[src/tqs_pkg.sv]
// Package: register map, field layout, state codes and carriers for the transmit scan block
//------------------------------------------------------------------------------
//------------------------------------------------------------------------------
package tqs_pkg;
    // Register byte offsets
    localparam logic [7:0] TQS_OFS_SCAN_I0 = 8'h00;
    localparam logic [7:0] TQS_OFS_SCAN_I1 = 8'h04;
    localparam logic [7:0] TQS_OFS_SCAN_I2 = 8'h08;
    localparam logic [7:0] TQS_OFS_SCAN_I3 = 8'h0C;
    localparam logic [7:0] TQS_OFS_SCAN_U0 = 8'h10;
    localparam logic [7:0] TQS_OFS_SCAN_U1 = 8'h14;
    localparam logic [7:0] TQS_OFS_EVT_MASK = 8'h18;
    localparam logic [7:0] TQS_OFS_ERR_MASK = 8'h1C;
    localparam logic [7:0] TQS_OFS_CTRL = 8'h20;
    localparam logic [7:0] TQS_OFS_STATUS = 8'h24;
    // Field positions and reset values
    localparam int TQS_CTRL_POLL_BIT = 0;
    localparam int TQS_CTRL_IRQ_CLR_BIT = 1;
    localparam logic [15:0] TQS_SCAN_RST = 16'h0000;
    localparam logic [31:0] TQS_EVT_MASK_RST = 32'h0000_0000;
    localparam logic [3:0] TQS_ERR_MASK_RST = 4'h0;
    // Bits 31, 28 and 15 carry no event
    localparam logic [31:0] TQS_EVT_DEFINED = 32'h6FFF_7FFF;
    localparam logic [5:0] TQS_CODE_BUS_ERR = 6'h20;
    localparam logic [5:0] TQS_CODE_IQ_OVF = 6'h21;
    // Receive error bit positions
    localparam int TQS_ERR_LEN = 3;
    localparam int TQS_ERR_OVR = 2;
    localparam int TQS_ERR_ABT = 1;
    localparam int TQS_ERR_CRC = 0;
    // AXI responses
    localparam logic [1:0] TQS_RESP_OKAY = 2'h0;
    localparam logic [1:0] TQS_RESP_SLVERR = 2'h2;
    // Scheduler states, one-hot; bit order is the service order
    typedef enum logic [5:0] {
        TQS_Q_I0 = 6'h01,
        TQS_Q_I1 = 6'h02,
        TQS_Q_I2 = 6'h04,
        TQS_Q_I3 = 6'h08,
        TQS_Q_U0 = 6'h10,
        TQS_Q_U1 = 6'h20
    } tqs_queue_t;
    typedef struct packed {
        logic valid;
        logic [5:0] code;
    } tqs_irq_entry_t;
    typedef struct packed {
        logic valid;
        logic keep;
        logic [3:0] err_code;
        logic [3:0] stat_dec;
        logic [2:0] cause;
    } tqs_rx_result_t;
endpackage

[src/tqs_top.sv]
// Transmit queue scan, event mask and receive error keep logic with AXI4-Lite registers
//
// The placing of the registers and the AXI4-Lite slave port were left to the implementer.
`timescale 1ns/100ps
module tqs_top import tqs_pkg::*; (
    // Clock and reset
    input wire logic i_clk,
    input wire logic i_rst_n,
    // AXI4-Lite write address and data
    input wire logic i_s_axi_awvalid,
    output logic o_s_axi_awready,
    input wire logic [7:0] i_s_axi_awaddr,
    input wire logic i_s_axi_wvalid,
    output logic o_s_axi_wready,
    input wire logic [31:0] i_s_axi_wdata,
    input wire logic [3:0] i_s_axi_wstrb,
    // AXI4-Lite write response
    output logic o_s_axi_bvalid,
    input wire logic i_s_axi_bready,
    output logic [1:0] o_s_axi_bresp,
    // AXI4-Lite read
    input wire logic i_s_axi_arvalid,
    output logic o_s_axi_arready,
    input wire logic [7:0] i_s_axi_araddr,
    output logic o_s_axi_rvalid,
    input wire logic i_s_axi_rready,
    output logic [31:0] o_s_axi_rdata,
    output logic [1:0] o_s_axi_rresp,
    // Transmit engine
    input wire logic [5:0] i_queue_ready,
    input wire logic i_frame_sent,
    output logic [5:0] o_tx_grant,
    // Event sources
    input wire logic [31:0] i_event,
    input wire logic i_bus_error,
    input wire logic i_irq_queue_overflow,
    output tqs_irq_entry_t o_irq_entry,
    output logic o_host_irq_pin,
    // Receive engine
    input wire logic i_rx_done,
    input wire logic [3:0] i_rx_err,
    input wire logic i_link_save_errors,
    input wire logic i_link_protocol_mode,
    output tqs_rx_result_t o_rx_result
);

//------------------------------------------------------------------------------
// Register bus
//------------------------------------------------------------------------------
logic [15:0] scan_r [6];
logic [31:0] evt_mask_r;
logic [3:0] err_mask_r;
logic poll_only_r;
logic awready_r, wready_r, aw_full_r, w_full_r, bvalid_r, arready_r, rvalid_r;
logic [7:0] awaddr_r;
logic [31:0] wdata_r, rdata_r;
logic [3:0] wstrb_r;
logic [1:0] bresp_r, rresp_r;
logic do_write;
logic irq_clr;
logic host_irq_r;
logic [33:0] pending_r;
logic [5:0] grant_r;
tqs_queue_t state_r;

function automatic logic [31:0] merge(input logic [31:0] old, input logic [31:0] nw,
                                      input logic [3:0] strb);
    logic [31:0] res;
    res = old;
    for (int b = 0; b < 4; b++) begin
        if (strb[b]) begin
            res[b*8 +: 8] = nw[b*8 +: 8];
        end
    end
    return res;
endfunction

function automatic logic addr_ok(input logic [7:0] a);
    return (a[1:0] == 2'h0) && (a <= TQS_OFS_STATUS);
endfunction

// Address and data are taken independently, in either order
always_ff @(posedge i_clk or negedge i_rst_n) begin
    if (!i_rst_n) begin
        awready_r <= 1'b0;
        aw_full_r <= 1'b0;
        awaddr_r <= 8'h00;
    end else begin
        awready_r <= i_s_axi_awvalid && !awready_r && !aw_full_r && !bvalid_r;
        if (i_s_axi_awvalid && awready_r) begin
            aw_full_r <= 1'b1;
            awaddr_r <= i_s_axi_awaddr;
        end else if (do_write) begin
            aw_full_r <= 1'b0;
        end
    end
end

always_ff @(posedge i_clk or negedge i_rst_n) begin
    if (!i_rst_n) begin
        wready_r <= 1'b0;
        w_full_r <= 1'b0;
        wdata_r <= 32'h0000_0000;
        wstrb_r <= 4'h0;
    end else begin
        wready_r <= i_s_axi_wvalid && !wready_r && !w_full_r && !bvalid_r;
        if (i_s_axi_wvalid && wready_r) begin
            w_full_r <= 1'b1;
            wdata_r <= i_s_axi_wdata;
            wstrb_r <= i_s_axi_wstrb;
        end else if (do_write) begin
            w_full_r <= 1'b0;
        end
    end
end

assign do_write = aw_full_r && w_full_r && !bvalid_r;
assign irq_clr = do_write && (awaddr_r == TQS_OFS_CTRL) && wstrb_r[0]
                 && wdata_r[TQS_CTRL_IRQ_CLR_BIT];

// Write response; unmapped addresses answer SLVERR and store nothing
always_ff @(posedge i_clk or negedge i_rst_n) begin
    if (!i_rst_n) begin
        bvalid_r <= 1'b0;
        bresp_r <= TQS_RESP_OKAY;
    end else if (do_write) begin
        bvalid_r <= 1'b1;
        bresp_r <= addr_ok(awaddr_r) ? TQS_RESP_OKAY : TQS_RESP_SLVERR;
    end else if (i_s_axi_bready) begin
        bvalid_r <= 1'b0;
    end
end

// Configuration storage; scan lengths are full 16-bit counts
always_ff @(posedge i_clk or negedge i_rst_n) begin
    if (!i_rst_n) begin
        for (int q = 0; q < 6; q++) begin
            scan_r[q] <= TQS_SCAN_RST;
        end
        evt_mask_r <= TQS_EVT_MASK_RST;
        err_mask_r <= TQS_ERR_MASK_RST;
        poll_only_r <= 1'b0;
    end else if (do_write) begin
        if (awaddr_r <= TQS_OFS_SCAN_U1 && awaddr_r[1:0] == 2'h0) begin
            scan_r[awaddr_r[4:2]] <= {wstrb_r[1] ? wdata_r[15:8] : scan_r[awaddr_r[4:2]][15:8],
                                      wstrb_r[0] ? wdata_r[7:0] : scan_r[awaddr_r[4:2]][7:0]};
        end
        if (awaddr_r == TQS_OFS_EVT_MASK) begin
            evt_mask_r <= merge(evt_mask_r, wdata_r, wstrb_r);
        end
        // Only the low nibble is stored; upper bits read back as zero
        if (awaddr_r == TQS_OFS_ERR_MASK && wstrb_r[0]) begin
            err_mask_r <= wdata_r[3:0];
        end
        if (awaddr_r == TQS_OFS_CTRL && wstrb_r[0]) begin
            poll_only_r <= wdata_r[TQS_CTRL_POLL_BIT];
        end
    end
end

// Read channel: one cycle from address taken to data valid
always_ff @(posedge i_clk or negedge i_rst_n) begin
    if (!i_rst_n) begin
        arready_r <= 1'b0;
        rvalid_r <= 1'b0;
        rdata_r <= 32'h0000_0000;
        rresp_r <= TQS_RESP_OKAY;
    end else begin
        arready_r <= i_s_axi_arvalid && !arready_r && !rvalid_r;
        if (i_s_axi_arvalid && arready_r) begin
            rvalid_r <= 1'b1;
            rresp_r <= addr_ok(i_s_axi_araddr) ? TQS_RESP_OKAY : TQS_RESP_SLVERR;
            rdata_r <= 32'h0000_0000;
            if (i_s_axi_araddr <= TQS_OFS_SCAN_U1 && i_s_axi_araddr[1:0] == 2'h0) begin
                rdata_r <= {16'h0000, scan_r[i_s_axi_araddr[4:2]]};
            end else if (i_s_axi_araddr == TQS_OFS_EVT_MASK) begin
                rdata_r <= evt_mask_r;
            end else if (i_s_axi_araddr == TQS_OFS_ERR_MASK) begin
                rdata_r <= {28'h0000000, err_mask_r};
            end else if (i_s_axi_araddr == TQS_OFS_CTRL) begin
                rdata_r <= {31'h00000000, poll_only_r};
            end else if (i_s_axi_araddr == TQS_OFS_STATUS) begin
                rdata_r <= {pending_r[33:32], 9'h000, host_irq_r, 2'h0, grant_r,
                            6'h00, state_r};
            end
        end else if (i_s_axi_rready) begin
            rvalid_r <= 1'b0;
        end
    end
end

//------------------------------------------------------------------------------
// Transmit queue scheduler
//------------------------------------------------------------------------------
logic [15:0] count_r;
logic [2:0] cur_idx;
logic [15:0] cur_len;
logic cur_ready, last_frame, advance;
tqs_queue_t state_nxt;

always_comb begin
    cur_idx = 3'h0;
    for (int q = 0; q < 6; q++) begin
        if (state_r[q]) begin
            cur_idx = 3'(q);
        end
    end
end

assign cur_len = scan_r[cur_idx];
assign cur_ready = i_queue_ready[cur_idx];
assign last_frame = i_frame_sent && (grant_r != 6'h00) && (count_r + 16'h0001 >= cur_len);
// Zero length or empty queue moves service on at once
assign advance = (cur_len == 16'h0000) || !cur_ready || last_frame;

// Fixed service order I0..I3, U0, U1, then back to I0
always_comb begin
    case (state_r)
        TQS_Q_I0: state_nxt = TQS_Q_I1;
        TQS_Q_I1: state_nxt = TQS_Q_I2;
        TQS_Q_I2: state_nxt = TQS_Q_I3;
        TQS_Q_I3: state_nxt = TQS_Q_U0;
        TQS_Q_U0: state_nxt = TQS_Q_U1;
        TQS_Q_U1: state_nxt = TQS_Q_I0;
        default: state_nxt = TQS_Q_I0;
    endcase
end

always_ff @(posedge i_clk or negedge i_rst_n) begin
    if (!i_rst_n) begin
        state_r <= TQS_Q_I0;
        count_r <= 16'h0000;
    end else if (advance) begin
        state_r <= state_nxt;
        count_r <= 16'h0000;
    end else if (i_frame_sent && grant_r != 6'h00) begin
        count_r <= count_r + 16'h0001;
    end
end

// Grant only a queue with a nonzero length, frames waiting and turns left
always_ff @(posedge i_clk or negedge i_rst_n) begin
    if (!i_rst_n) begin
        grant_r <= 6'h00;
    end else begin
        grant_r <= advance ? 6'h00 : state_r;
    end
end

//------------------------------------------------------------------------------
// Event masking and interrupt queue entries
//------------------------------------------------------------------------------
logic [33:0] evt_new, evt_pick;
logic [5:0] pick_code;
tqs_irq_entry_t entry_r;

// Bus error and queue overflow bypass the mask
assign evt_new = {i_irq_queue_overflow, i_bus_error, i_event & evt_mask_r & TQS_EVT_DEFINED};

// Lowest pending bit is written first; one entry per cycle
always_comb begin
    evt_pick = 34'h0;
    pick_code = 6'h00;
    for (int b = 33; b >= 0; b--) begin
        if (pending_r[b]) begin
            evt_pick = 34'h1 << b;
            pick_code = 6'(b);
        end
    end
end

// New events set over the clearing of the one being written
always_ff @(posedge i_clk or negedge i_rst_n) begin
    if (!i_rst_n) begin
        pending_r <= 34'h0;
    end else begin
        pending_r <= (pending_r & ~evt_pick) | evt_new;
    end
end

always_ff @(posedge i_clk or negedge i_rst_n) begin
    if (!i_rst_n) begin
        entry_r <= '0;
    end else begin
        entry_r.valid <= (pending_r != 34'h0);
        entry_r.code <= pick_code;
    end
end

// Pin rises on an entry unless polling only; a new entry beats a clear
always_ff @(posedge i_clk or negedge i_rst_n) begin
    if (!i_rst_n) begin
        host_irq_r <= 1'b0;
    end else if (entry_r.valid && !poll_only_r) begin
        host_irq_r <= 1'b1;
    end else if (irq_clr) begin
        host_irq_r <= 1'b0;
    end
end

//------------------------------------------------------------------------------
// Receive error keep decision
//------------------------------------------------------------------------------
logic mask_on;
logic [3:0] hit;
logic [2:0] cause;
tqs_rx_result_t rx_r;

assign mask_on = i_link_save_errors && i_link_protocol_mode;
assign hit = i_rx_err & err_mask_r & {4{mask_on}};

// First masked error in priority order names the cause
always_comb begin
    if (hit[TQS_ERR_OVR]) begin
        cause = 3'h1;
    end else if (hit[TQS_ERR_ABT]) begin
        cause = 3'h2;
    end else if (hit[TQS_ERR_CRC]) begin
        cause = 3'h3;
    end else if (hit[TQS_ERR_LEN]) begin
        cause = 3'h4;
    end else begin
        cause = 3'h0;
    end
end

// Discarded frames let the next frame overwrite the buffer
always_ff @(posedge i_clk or negedge i_rst_n) begin
    if (!i_rst_n) begin
        rx_r <= '0;
    end else begin
        rx_r.valid <= i_rx_done;
        rx_r.keep <= i_rx_done && ((i_rx_err == 4'h0) || (hit != 4'h0));
        rx_r.err_code <= i_rx_done ? i_rx_err : 4'h0;
        rx_r.stat_dec <= (i_rx_done && hit == 4'h0) ? i_rx_err : 4'h0;
        rx_r.cause <= i_rx_done ? cause : 3'h0;
    end
end

assign o_s_axi_awready = awready_r;
assign o_s_axi_wready = wready_r;
assign o_s_axi_bvalid = bvalid_r;
assign o_s_axi_bresp = bresp_r;
assign o_s_axi_arready = arready_r;
assign o_s_axi_rvalid = rvalid_r;
assign o_s_axi_rdata = rdata_r;
assign o_s_axi_rresp = rresp_r;
assign o_tx_grant = grant_r;
assign o_irq_entry = entry_r;
assign o_host_irq_pin = host_irq_r;
assign o_rx_result = rx_r;
endmodule

[config.mk]
export PLATFORM = sky130hd
export DESIGN_NAME = tqs_top
export DESIGN_NICKNAME = d
export VERILOG_FILES = /design/src/tqs_pkg.sv /design/src/tqs_top.sv
export SDC_FILE = /design/constraint.sdc
export NUM_CORES = 1
export LEC_CHECK = 0
export BUFFER_PORTS_ARGS = -buffer_cell sky130_fd_sc_hd__buf_2
export CAP_MARGIN = 40
export CORE_MARGIN = 4
export CORE_UTILIZATION = 60
export DETAILED_ROUTE_END_ITERATION = 16
export HOLD_SLACK_MARGIN = 0.03
export PLACE_DENSITY = 0.82
export SYNTH_ARGS = -nofsm -noshare
export SYNTH_HDL_FRONTEND = slang
export SYNTH_SLANG_ARGS = --single-unit
[constraint.sdc]
create_clock -name i_clk -period 7.4 [get_ports i_clk]
set_clock_uncertainty 0.2 [all_clocks]
set_input_delay 0.37 -clock i_clk [delete_from_list [all_inputs] [get_ports i_clk]]
set_output_delay 0.37 -clock i_clk [all_outputs]
set_load 0.02 [all_outputs]
# Word-level counts from Yosys, hierarchy flattened
# Cells that the tools add are included.
# classes
n_addsub,1
order_cmp,10
n_eq_ne,12
muxes,116
n_bitwise,9
n_reduce_logical,62
# ops
cell,count
34-bit 2-to-1 mux,34
6-bit 2-to-1 mux,35
32-bit 2-to-1 mux,5
16-bit binary-select mux with 3-bit select,3
16-bit 2-to-1 mux,9
96-bit bitwise mux,1
16-bit demux with 3-bit select,1
34-bit AND,1
34-bit inverter,1
34-bit bitwise OR,1
34-bit nonzero test,1
8-bit by 5-bit == test with 1-bit output (second input constant),4
31-bit AND,1
6-bit case mux with 5 select lines,1
1-bit logical AND,29
3-bit 2-to-1 mux,9
8-bit by 6-bit == test with 1-bit output (second input constant),3
16-bit by 1-bit adder with 16-bit output (second input constant),1
16-bit greater-or-equal comparator,1
8-bit by 5-bit <= comparator with 1-bit output (second input constant),2
8-bit by 6-bit <= comparator with 1-bit output (second input constant),2
16-bit zero test,1
8-bit 2-to-1 mux,2
4-bit greater-or-equal comparator (second input constant),3
22 further kinds,59
# totals
reg_bits,303
output_inout_bits,68
word_cells,247

# Longest topological paths before layout
# logic_depth
word_depth,37
mapped_depth,18

# Least setup slack after synthesis
# No wires, ideal clock.
# synth_path
path_type,reg-to-reg
startpoint,register state_r[4]
endpoint,register state_r[2]
setup_ps,125
arrival_ps,3864
t_required_ps,7075
slack_ps,3211
path_stages_with_launch,19
n_path_buf,4
synth_period_minus_slack_ps,4189
path_cell_list,dfrtp_1 -> buf_2 -> or3b_4 -> and3_4 -> buf_6 -> buf_6 -> mux2_2 -> nor2_1 -> nor2_1 -> ha_1 -> nand2b_1 -> a21o_1 -> a211oi_1 -> o211ai_1 -> a221oi_1 -> o21ai_0 -> a21oi_2 -> buf_6 -> mux2_4
# synth_between
elab_chain_cells,9
# synth_lines
element,line,text
start: declaration,tqs_top.sv:64,tqs_queue_t state_r;
start signal: assignment,tqs_top.sv:234,state_r <= state_nxt;
3-bit 2-to-1 mux (2 in series),tqs_top.sv:204,if (state_r[q]) begin
3-bit inverter with 4-bit output (implied by the code),tqs_top.sv:210,assign cur_len = scan_r[cur_idx];
16-bit binary-select mux with 3-bit select,tqs_top.sv:210,
16-bit 2-to-1 mux (implied by the code) (2 in series),tqs_top.sv:210,
16-bit greater-or-equal comparator / 16-bit zero test (equally long branches),"tqs_top.sv:212, tqs_top.sv:214",
1-bit logical AND / 1-bit logical OR (equally long branches),"tqs_top.sv:212, tqs_top.sv:214",
1-bit logical OR,tqs_top.sv:214,assign advance = (cur_len == 16'h0000) || !cur_ready || last_frame;
# Parallel ways exist; a longest one is shown, timed or not. The select of a mux whose other input is x is not followed.
# A chain may end at the register's enable or synchronous reset.

# Worst setup path after layout
# layout_path
startpoint,register state_r[2]
endpoint,register state_r[1]
# layout_between
elab_chain_cells,11
# layout_lines
element,line
3-bit 2-to-1 mux (4 in series),tqs_top.sv:204
3-bit inverter with 4-bit output (implied by the code),tqs_top.sv:210
16-bit binary-select mux with 3-bit select,tqs_top.sv:210
16-bit 2-to-1 mux (implied by the code) (2 in series),tqs_top.sv:210
16-bit greater-or-equal comparator / 16-bit zero test (equally long branches),"tqs_top.sv:212, tqs_top.sv:214"
1-bit logical AND / 1-bit logical OR (equally long branches),"tqs_top.sv:212, tqs_top.sv:214"
1-bit logical OR,tqs_top.sv:214
# Parallel ways exist; a longest one is shown, timed or not. The select of a mux whose other input is x is not followed.

==> impl_summary.log <==
INFO  metric outcome = complete, no violations
INFO  metric worst_slew_pin_slew = 1022 ps
INFO  metric die_x = 167.9 um
INFO  metric floorplan.core_area = 25180 um2
INFO  metric critical_path_arrival = 6250 ps
INFO  metric placement_rows = 58
INFO  metric hold_path_class = in2reg
INFO  metric yosysWarnings = 0
INFO  metric ctsResizeCount = 0
INFO  metric seqPwrFrac = 0.382
INFO  metric clock.fmax = 165.6 MHz
INFO  metric hold_end = o_s_axi_rdata[0]
INFO  metric critical_setup_path_class = reg2reg
INFO  metric filler_cell_count = 1517
INFO  metric power_density = 307.3 nW/um2
INFO  metric io_pins = ~180
INFO  metric r2r.worst_path.cells = 13
INFO  metric first_global_vias = 12750
INFO  metric combinationalPowerShare = 0.330
INFO  metric finalWorstPathRequiredPeriod = 6039 ps
INFO  metric clock_power_share = 0.288
INFO  metric layout.area.seq = ~7500 um2
INFO  metric dpl.hpwl = slightly below 30000 um
INFO  metric hold_start = i_s_axi_araddr[0]
INFO  metric layout-area-overhead-vs-synth = 21.00%
INFO  metric tritoncts.num_buffers = 34
INFO  metric global_route.overflow_total = 0
INFO  metric timing.critical_path.required = 7610 ps
INFO  metric multi_input_comb_area = 7333 um2
INFO  metric yosys_register_bits = between 300 and 400
INFO  metric detail_route.first_pass.iterations = 6
INFO  metric rrSetupSlack = 1360 ps
INFO  metric gr-usage-all-layers = 0.3177
INFO  metric setup_repair_after_global_routing_missed_its_margin = no
INFO  metric proportion_of_synthesized_flip_flops_having_asynchronous_set_or_reset = 1.000
INFO  metric numPortBuffers = 169
INFO  metric r2r-end = state_r[1]
INFO  metric cap_violations = 0
INFO  metric post-route-drc-count = 0
INFO  metric place.gp.congestion = 0.9928
INFO  metric seq_area_frac_synth = 0.4909
INFO  metric syn_avg_cell_area = roughly 12 um2
INFO  metric synth.lib_cells_used.distinct = 69
INFO  metric drive_gt1_frac = 0.3216
INFO  metric detail_route.vias_per_cell = 6.526
INFO  metric hold_buffers = 89
INFO  metric rr_startpoint = state_r[2]
INFO  metric clock_tree.root_cell = sky130_fd_sc_hd__clkbuf_16
INFO  metric clkTransAtPathRegs = ~60 ps
INFO  metric synth-main-ff-cell = sky130_fd_sc_hd__dfrtp_1
INFO  metric final_net_count = 1686
INFO  metric wire_per_inst = approximately 24 um
INFO  metric place_ws = 1662 ps
INFO  metric floorplan.die.height = 167.9 um
INFO  metric maxSlewHeadroom = 0.3009
INFO  metric crit_path_start_kind = flop
INFO  metric grt_antenna_before_repair = 3
INFO  metric number_of_levels_the_h_tree_was_split_into = 2
INFO  metric peakVddDrop = 246.4 uV
INFO  metric setup_viol = 0
INFO  metric design_power_total = 5.705 mW
INFO  metric power.static_leakage = 8.829 nW
INFO  metric drtAntennaViolNets = 0
INFO  metric whs_path_depth = 3
INFO  metric power_report.internal_total = 3.652 mW
INFO  metric final_hold_viol_count = 0
INFO  metric cp_max_fo = 33
INFO  metric switchingPower = 2.053 mW
INFO  metric die-area = 28200 um2
INFO  metric postLayoutSetupSlackWorst = 1361 ps
INFO  metric timing.setup.tns = 0 ps
INFO  metric cts.repair_timing.setup_buffer_count = 0
INFO  metric finalCritPeriodShare = 0.8161
INFO  metric clock_path_buffers = 3
INFO  metric total_number_of_vias = 12510
INFO  metric grt_max_degree = approximately 190
INFO  metric synth.cell_area = 15340 um2
INFO  metric initial_core_util = 0.6094
INFO  metric switching_power_as_a_share_of_total_power = 0.3599
INFO  metric synth_edf_count = 0
INFO  metric timing.final.max_slew_violations = 0
INFO  metric tritoncts = done
INFO  metric clock_sinks = 301
INFO  metric synthesis.instances = 1321
INFO  metric clock_latency_late_sink = 530 ps
INFO  metric setup.worst_path.end_class = flop
INFO  metric grt_first_pass_wirelength = 71100 um
INFO  metric detail_route.wirelength = approximately 45000 um
INFO  metric drt_first_iter_violations = 1823
[cells in the mapped netlist (all sizes together), types with 14 or more instances]
master / number / area (um2)
nor2: 54 / 202.7
nand3: 19 / 100.1
a21oi: 24 / 123.9
dfrtp: 300 / 7507
clkbuf: 53 / 198.9
a22o: 16 / 140.1
o22ai: 31 / 193.9
nor3: 14 / 70.07
nor2b: 18 / 112.6
and2: 14 / 87.58
mux2: 208 / 2357
mux2i: 40 / 400.4
nor4: 18 / 133.9
mux4: 42 / 945.9
o21ai: 68 / 340.3
inv: 49 / 183.9
nand2: 139 / 521.8
ha: 17 / 212.7
a22oi: 26 / 205.2
buf: 22 / 117.6
[how the worst max path moves through the flow]
stage	slack, ps	cells after the start	start	to
6_report	1360	13	state_r[2]	state_r[1]
5_1_grt	1130	13	state_r[3]	state_r[1]
3_5_place_dp	1660	13	state_r[2]	state_r[1]
4_1_cts	1560	13	state_r[2]	state_r[1]
3_3_place_gp	1790	14	state_r[5]	state_r[1]
2_1_floorplan	3210	18	state_r[4]	state_r[2]
[power groups by stage]
stage	Combinational (mW)	Sequential, mW	Clock [mW]
finish	1.88	2.18	1.64
global route	2.01	2.19	1.73
CTS	1.83	2.16	1.66
detailed placement	1.77	2.18	0
global placement	1.71	2.17	0
floorplan	1.33	2.06	0
[stage by stage]
stage / hold slack, ps / utilization / instance area [um2] / std cells
finish: 137.7 / 0.7373 / 18570 / 1917
global route: 141.1 / 0.7373 / 18570 / 1917
CTS: 120.2 / 0.7369 / 18560 / 1915
detailed placement: 247.7 / 0.6578 / 16560 / 1766
global placement: 237.8 / 0.6513 / 16400 / 1755
floorplan: -125.6 / - / 15350 / 1322
[metal layers]
| metal | GRT usage | wire (um) | up-vias |
|---|---|---|---|
| met4 | 0.1433 | 1825 | 2 |
| li1 | - | - | 5364 |
| met1 | 0.4042 | 16710 | 6217 |
| met5 | 0 | 13 | - |
| met3 | 0.07232 | 4537 | 154 |
| met2 | 0.5236 | 22410 | 774 |
[placed cells by master, fill, tap and decap left out, types with 24 or more instances in the layout]
| master | n |
|---|---|
| sky130_fd_sc_hd__dfrtp_1 | 299 |
| sky130_fd_sc_hd__mux2_2 | 203 |
| sky130_fd_sc_hd__buf_2 | 168 |
| sky130_fd_sc_hd__nand2_1 | 137 |
| sky130_fd_sc_hd__dlygate4sd3_1 | 89 |
| sky130_fd_sc_hd__o21ai_0 | 67 |
| sky130_fd_sc_hd__nor2_1 | 54 |
| sky130_fd_sc_hd__inv_1 | 49 |
| sky130_fd_sc_hd__mux4_2 | 42 |
| sky130_fd_sc_hd__mux2i_1 | 40 |
| sky130_fd_sc_hd__clkbuf_16 | 35 |
| sky130_fd_sc_hd__o22ai_1 | 31 |
| sky130_fd_sc_hd__a22oi_1 | 24 |
[state kept, by name, summed over array words and instances (netlist names), 4 cells and up]
name,flops
wstrb_r,4
state_r,6
pending_r,34
o_s_axi_rdata,32
evt_mask_r,32
o_tx_grant,6
count_r,16
scan_r,96
o_irq_entry,7
awaddr_r,8
o_rx_result,13
err_mask_r,4
wdata_r,32
[final cells by class]
| class | instances | share of cell area |
|---|---|---|
| diodes | 1 | 0.0001348 |
| clock buffers | 52 | 0.05600 |
| clock inverters | 8 | 0.003369 |
| inverters | 49 | 0.009906 |
| multi-input cells | 897 | 0.3950 |
| flip-flops and latches | 301 | 0.4058 |
| well taps | 330 | 0.02224 |
| repair buffers | 279 | 0.1076 |
[critical path, cell delays in order (launching register included)]
cell and delay (ps):
sky130_fd_sc_hd__dfrtp_1 600, sky130_fd_sc_hd__or2_2 750, sky130_fd_sc_hd__nand2_1 620, sky130_fd_sc_hd__a221oi_1 460, sky130_fd_sc_hd__o31a_1 210, sky130_fd_sc_hd__nand2_1 60
sky130_fd_sc_hd__o21ai_0 190, sky130_fd_sc_hd__ha_1 320, sky130_fd_sc_hd__a211oi_1 260, sky130_fd_sc_hd__o211ai_1 170, sky130_fd_sc_hd__a221oi_1 850, sky130_fd_sc_hd__o21ai_0 240
sky130_fd_sc_hd__a21oi_2 570, sky130_fd_sc_hd__mux2_2 400
[cells by family (layout without fill, tap and decap cells)]
logic type,Yosys count,after routing,synth area share
AND/OR/NAND/NOR,324,324,0.1023
flip-flops,301,301,0.4909
multiplexers,290,290,0.2414
AO/OA/AOI/OAI,249,249,0.1102
buffers and inverters,124,388,0.03262
adder cells (fa/ha/maj),17,17,0.01386
XOR/XNOR,15,15,0.008562
other,1,3,0.0002444
Note: power is estimated with default switching activity, not from simulation.
